--- src/rtl/imm_pkg.sv ---
package imm_pkg;

    // Pointer map boundaries.
    localparam logic [15:0] BANKED_LAST = 16'h0fff;
    localparam logic [15:0] LINEAR_BASE = 16'h2000;
    localparam logic [15:0] LINEAR_LAST = 16'h29af;
    localparam int FLASH_SEL_BIT = 15;

    // Bank layout: general RAM follows the special-register area.
    localparam logic [11:0] GENERAL_RAM_BYTES = 12'h050;
    localparam logic [6:0] GENERAL_RAM_FIRST = 7'h20;
    localparam logic [6:0] COMMON_FIRST = 7'h70;
    localparam logic [4:0] COMMON_BANK = 5'h00;
    localparam logic [7:0] ZERO_BYTE = 8'h00;

    // Strobe towards the banked data memory.
    typedef struct packed {
        logic en;
        logic we;
        logic [4:0] bank;
        logic [6:0] index;
        logic [7:0] wdata;
    } mem_req_s;

    // Strobe towards program flash, read only.
    typedef struct packed {
        logic en;
        logic [14:0] addr;
    } flash_req_s;

    typedef enum logic [1:0] {
        ST_IDLE = 2'b00,
        ST_DATA = 2'b01,
        ST_FLASH_A = 2'b10,
        ST_FLASH_B = 2'b11
    } map_state_e;

endpackage

--- src/rtl/indirect_memory_mapper.sv ---
`timescale 1ns/1ps
module indirect_memory_mapper
    import imm_pkg::*;
(
    // Clock and reset.
    input wire logic CLK,
    input wire logic ARST_N,
    // Core request through the indirect data port.
    input wire logic REQ_VALID,
    input wire logic REQ_WRITE,
    input wire logic [15:0] REQ_POINTER,
    input wire logic [7:0] REQ_WDATA,
    output logic REQ_BUSY,
    // Answer to the core.
    output logic RSP_VALID,
    output logic [7:0] RSP_RDATA,
    // Banked data memory port.
    output mem_req_s MEM,
    input wire logic [7:0] MEM_RDATA,
    // Program flash read port.
    output flash_req_s FLASH,
    input wire logic [13:0] FLASH_RDATA
);

    // Control state and the registered values that follow it.
    map_state_e state;
    map_state_e next_state;
    mem_req_s next_mem;
    flash_req_s next_flash;
    logic next_rsp_valid;
    logic [7:0] next_rsp_rdata;

    // Request take and pointer window flags.
    logic take;
    logic is_flash;
    logic is_linear;
    logic is_banked;
    logic is_mapped;

    // Linear and banked translations of the pointer.
    logic [11:0] lin_off;
    logic [11:0] lin_bank;
    logic [11:0] lin_byte;
    logic [6:0] lin_index;
    logic [4:0] bnk_bank;
    logic [6:0] bnk_index;
    logic [4:0] dec_bank;
    logic [6:0] dec_index;

    // The core may present a new request only while the mapper is idle.
    assign REQ_BUSY = (state != ST_IDLE);

    // A request is taken at the edge where it meets an idle mapper.
    assign take = REQ_VALID && (state == ST_IDLE);

    // Window classification of the presented pointer.
    always_comb begin
        is_flash = REQ_POINTER[FLASH_SEL_BIT];
        is_linear = !is_flash && (REQ_POINTER >= LINEAR_BASE)
            && (REQ_POINTER <= LINEAR_LAST);
        is_banked = (REQ_POINTER <= BANKED_LAST);
        // Everything else in the data half is unimplemented.
        is_mapped = is_linear || is_banked;
    end

    // Linear view: the offset is split into bank and byte by the general RAM bytes per bank.
    always_comb begin
        // The base has no low bits set, so the offset is the low bits.
        lin_off = REQ_POINTER[11:0] - LINEAR_BASE[11:0];
        lin_bank = lin_off / GENERAL_RAM_BYTES;
        lin_byte = lin_off % GENERAL_RAM_BYTES;
        // Bytes land after the register area; common RAM is never hit.
        lin_index = GENERAL_RAM_FIRST + lin_byte[6:0];
    end

    // Banked view: upper bits pick the bank, low seven bits the byte.
    always_comb begin
        bnk_bank = REQ_POINTER[11:7];
        bnk_index = REQ_POINTER[6:0];
        // Every bank's common slice folds onto one storage.
        if (REQ_POINTER[6:0] >= COMMON_FIRST) begin
            bnk_bank = COMMON_BANK;
        end
    end

    // Selection of the bank and byte handed to the data memory.
    always_comb begin
        // Unmapped pointers keep zero here; they raise no strobe anyway.
        dec_bank = 5'h00;
        dec_index = 7'h00;
        if (is_linear) begin
            dec_bank = lin_bank[4:0];
            dec_index = lin_index;
        end else if (is_banked) begin
            dec_bank = bnk_bank;
            dec_index = bnk_index;
        end
    end

    // Control state: idle, one data cycle, or two flash cycles.
    always_comb begin
        next_state = state;
        unique case (state)
            ST_IDLE: begin
                // Flash pointers take the longer path with its extra cycle.
                if (take && is_flash) begin
                    next_state = ST_FLASH_A;
                end else if (take) begin
                    next_state = ST_DATA;
                end
            end
            ST_DATA: begin
                // Data accesses answer in the following cycle.
                next_state = ST_IDLE;
            end
            ST_FLASH_A: begin
                // The extra cycle that every flash access costs.
                next_state = ST_FLASH_B;
            end
            ST_FLASH_B: begin
                next_state = ST_IDLE;
            end
        endcase
    end

    // The state register alone.
    always_ff @(posedge CLK or negedge ARST_N) begin
        if (!ARST_N) begin
            state <= ST_IDLE;
        end else begin
            state <= next_state;
        end
    end

    // Data memory strobe: one cycle, only for mapped data pointers.
    always_comb begin
        next_mem = '0;
        if (take && !is_flash) begin
            // Unmapped pointers raise no strobe and so read as zero.
            next_mem.en = is_mapped;
            next_mem.we = REQ_WRITE;
            next_mem.bank = dec_bank;
            next_mem.index = dec_index;
            next_mem.wdata = REQ_WDATA;
        end
    end

    // The data memory strobe register.
    always_ff @(posedge CLK or negedge ARST_N) begin
        if (!ARST_N) begin
            MEM <= '0;
        end else begin
            MEM <= next_mem;
        end
    end

    // Flash strobe: raised on a taken read, held through the extra cycle.
    always_comb begin
        next_flash = '0;
        if (take && is_flash) begin
            // A write into the flash window raises no strobe at all.
            next_flash.en = !REQ_WRITE;
            next_flash.addr = REQ_POINTER[14:0];
        end else if (state == ST_FLASH_A) begin
            // Held unchanged for one more clock.
            next_flash = FLASH;
        end
    end

    // The flash strobe register.
    always_ff @(posedge CLK or negedge ARST_N) begin
        if (!ARST_N) begin
            FLASH <= '0;
        end else begin
            FLASH <= next_flash;
        end
    end

    // Answer: one pulse after the last cycle of every access.
    always_comb begin
        next_rsp_valid = 1'b0;
        next_rsp_rdata = ZERO_BYTE;
        if (state == ST_DATA) begin
            next_rsp_valid = 1'b1;
            // Writes and unmapped reads answer with a zero byte.
            if (MEM.en && !MEM.we) begin
                next_rsp_rdata = MEM_RDATA;
            end
        end else if (state == ST_FLASH_B) begin
            next_rsp_valid = 1'b1;
            // Only the low byte of the program word reaches the core.
            if (FLASH.en) begin
                next_rsp_rdata = FLASH_RDATA[7:0];
            end
        end
    end

    // The answer registers.
    always_ff @(posedge CLK or negedge ARST_N) begin
        if (!ARST_N) begin
            RSP_VALID <= 1'b0;
            RSP_RDATA <= ZERO_BYTE;
        end else begin
            RSP_VALID <= next_rsp_valid;
            RSP_RDATA <= next_rsp_rdata;
        end
    end

endmodule

--- config.mk ---
export PLATFORM = sky130hd
export DESIGN_NAME = indirect_memory_mapper
export DESIGN_NICKNAME = d
export VERILOG_FILES = /design/src/rtl/imm_pkg.sv /design/src/rtl/indirect_memory_mapper.sv
export SDC_FILE = /design/constraint.sdc
export NUM_CORES = 1
export LEC_CHECK = 0
export ABC_AREA = 1
export BUFFER_PORTS_ARGS = -buffer_cell sky130_fd_sc_hd__buf_4
export CORE_MARGIN = 5
export CORE_UTILIZATION = 35
export CTS_CLUSTER_SIZE = 16
export DETAILED_ROUTE_END_ITERATION = 16
export PLACE_DENSITY_LB_ADDON = 0.08
export SLEW_MARGIN = 30
export SYNTH_ARGS = -nofsm -noshare
export SYNTH_HDL_FRONTEND = slang
export SYNTH_SLANG_ARGS = --single-unit
--- constraint.sdc ---
create_clock -name CLK -period 2.3 [get_ports CLK]
set_input_delay 0.115 -clock CLK [delete_from_list [all_inputs] [get_ports CLK]]
set_output_delay 0.115 -clock CLK [all_outputs]
set_load 0.1 [all_outputs]
==> impl_metrics.yaml <==
critical_path:
  critical_path_buf_inv_count: 5
  critical_path_arrival_ps: 2160
  path_max_fanout: 4
  cpMaxStageDelayCell: "a21oi_4"
  cp_common_cell: "nand2_2"
  startpoint_type: "input port"
  critical_path_required_ps: 2490
  worstSetupPathType: "in -> reg"
  cpLargestDelayFamily: "simple AND/OR/NAND/NOR gates"
  cp-end-kind: "flop"
  max_stage_delay_ps: 150
clock_network:
  cts-root-buf: "clkbuf_8"
  clock_sinks: 49
  clockBufferDepth: 2
  cts-htree-levels: 2
  ctsResizeCount: 0
  post_cts_buffers: 0
  cts_inserted_buffers: 5
  clkTransAtPathRegs_ps: 90
  cts_tree: "yes"
  clkLatencyLatePin_ps: 300
floorplan:
  die_w_microns: 93.9
  ios: 98
  row_count: 30
  die-area_sq_um: 8810
  coreArea_sq_um: 6830
  start_util_pct: 36.0
  die_y_microns: 93.9
place:
  place.gp.congestion: 0.847
  port_buffers: 91
  hpwlAfterDp_microns: 4920
  place_area_sq_um: 3330
synth:
  syn_inst: 300
  yosysWarnings: 0
  syn_area_sq_um: 2460
  yosysSeqAreaShare_pct: 49.8
  synth_nets: 350
  synth_top_flop_cell: "dfrtp_1"
  ys_ff_latch: 49
  ys_types: 29
  synth-edff-count: 0
  syn_area_per_cell_sq_um: 8.20
  async_flop_share_pct: 100
finish:
  fin_area_sq_um: 3450
  multi_input_area_sq_um: 968
  syn2layout_area_growth_pct: 40.4
  layout-drive-gt1-share_pct: 36.9
  fill_cells: 692
  regArea_sq_um: 1230
  fin_nets: 455
  antennaDiodeCount: 0
detailed_routing:
  wl_microns: 6340
  dr.first_iter.drc_count: 91
  drc_errors: 0
  wl_per_cell_microns: 12.6
  ant_nets: 0
  drt-pass1-iter-count: 4
  vias: 2273
  drt-vias-per-instance: 4.53
timing:
  post-route-period-util_pct: 85.5
  setup_tns_ps: 0
  worst_pin_slew_ps: 618
  slew_headroom_pct: 58.8
  period_minus_slack_ps: 1970
  setup_viol: 0
  finalHoldViolations: 0
  fin_worst_skew_ps: 7.11
  final-max-slew-violation-count: 0
  max_freq_ghz: 0.508
  rsz0062_at_grt: "false"
  timing.hold.ws_ps: 21.4
global_route:
  grt-busiest-layer: "met2"
  grt_max_degree: 50
  grt_overflow: 0
  grt_pass1_vias: 2255
  grt_usage_pct: 15.0
  use_met1_pct: 18.2
  groute.layer.met2.usage_pct: 26.6
  grt_pass1_wl_microns: 10500
  antenna_found_initial: 0
  use_met3_pct: 2.48
power:
  p_per_area_nw_per_um2: 870
  vdd_ir_drop_max_mv: 0.241
  p_leak_uw: 0.00197
min_path:
  min_path_type: "in -> reg"
run:
  maxCapViolCount: 0
outcome:
  status: "completed"
## worst paths after layout
| check | to | slack [ps] | depth (start not counted) | startpoint |
|---|---|---|---|---|
| min in group asynchronous | RSP_RDATA[2] | 370 | 2 | ARST_N |
| max in group asynchronous | MEM[9] | 1520 | 2 | ARST_N |
| worst min-delay path | FLASH[15] | 20 | 2 | REQ_WRITE |
| worst max-delay path | MEM[14] | 330 | 27 | REQ_POINTER[9] |
| worst max register to register | FLASH[15] | 860 | 3 | state[0] |
| worst min register to register | RSP_VALID | 450 | 0 | state[0] |
## state kept, by name, summed over array words and instances (netlist names)
signal     flops
FLASH         16
MEM           22
RSP_RDATA      8
RSP_VALID      1
state          2
## layout make-up
type | instances | share of cell area (%)
clock buffers | 7 | 2.50
flip-flops and latches | 49 | 35.5
well taps | 96 | 3.48
multi-input cells | 182 | 28.0
repair buffers | 105 | 22.9
inverters | 62 | 6.74
clock inverters | 1 | 0.869
## layer usage
metal	share of wire [%]	vias to the layer above
met5	0	-
met4	1.8	0
met3	4.8	8
met2	50	55
met1	43	1041
li1	-	1169
## repair_timing
item | 4_1_cts | 5_1_grt
setup endpoints to repair | 0 | 0
hold buffers | 1 | 0
endpoints found under the hold margin | 49 | 0
## cell families after synthesis
family,after synthesis,synth area share [%]
flops,49,49.8
buf+inv,69,10.8
xor+xnor,2,0.712
simple gates,133,27.1
compound gates,47,11.5
## stage by stage
step	utilization, %	cells	power (uW)	setup slack [ps]
2_1_floorplan	-	300	2030	307
3_3_place_gp	48.7	493	2400	32.6
3_5_place_dp	48.7	493	2410	1.28
4_1_cts	50.6	502	3040	323
5_1_grt	50.6	502	3170	84.6
6_report	50.6	502	3010	333
## cells in the mapped netlist (3+ instances only)
cell       n  area share (%)
inv_2      5            0.76
nand4_1    4             1.0
clkinv_1   3            0.46
nand3_1   41             8.3
a21oi_1    6             1.2
o21ai_0   22             4.5
o22ai_1    8             2.0
clkbuf_1   6            0.92
nand2_4    4             1.8
nand2_2   20             5.1
nor2_1    20             3.1
dfrtp_1   49              50
inv_1     54             8.2
nand2_1   37             5.6
## layout by cell type, fill, tap and decap left out, drive strengths merged
cell,n
clkbuf,7
nor2,22
nand4,4
and3,1
a31oi,1
buf,104
inv,59
o22ai,8
nand2,61
dfrtp,49
o21bai,1
nand3b,1
a21oi,9
clkinv,3
o21ai,25
o2111ai,1
dlygate4sd3,1
o211ai,2
xor2,2
nor3,1
bufinv,1
nand3,43
## report_power, final
group	switching, uW	internal [uW]	total, uW
Clock	278	355	632
Sequential	44.4	948	992
Combinational	1050	332	1380
(Power assumes the default switching activity.)
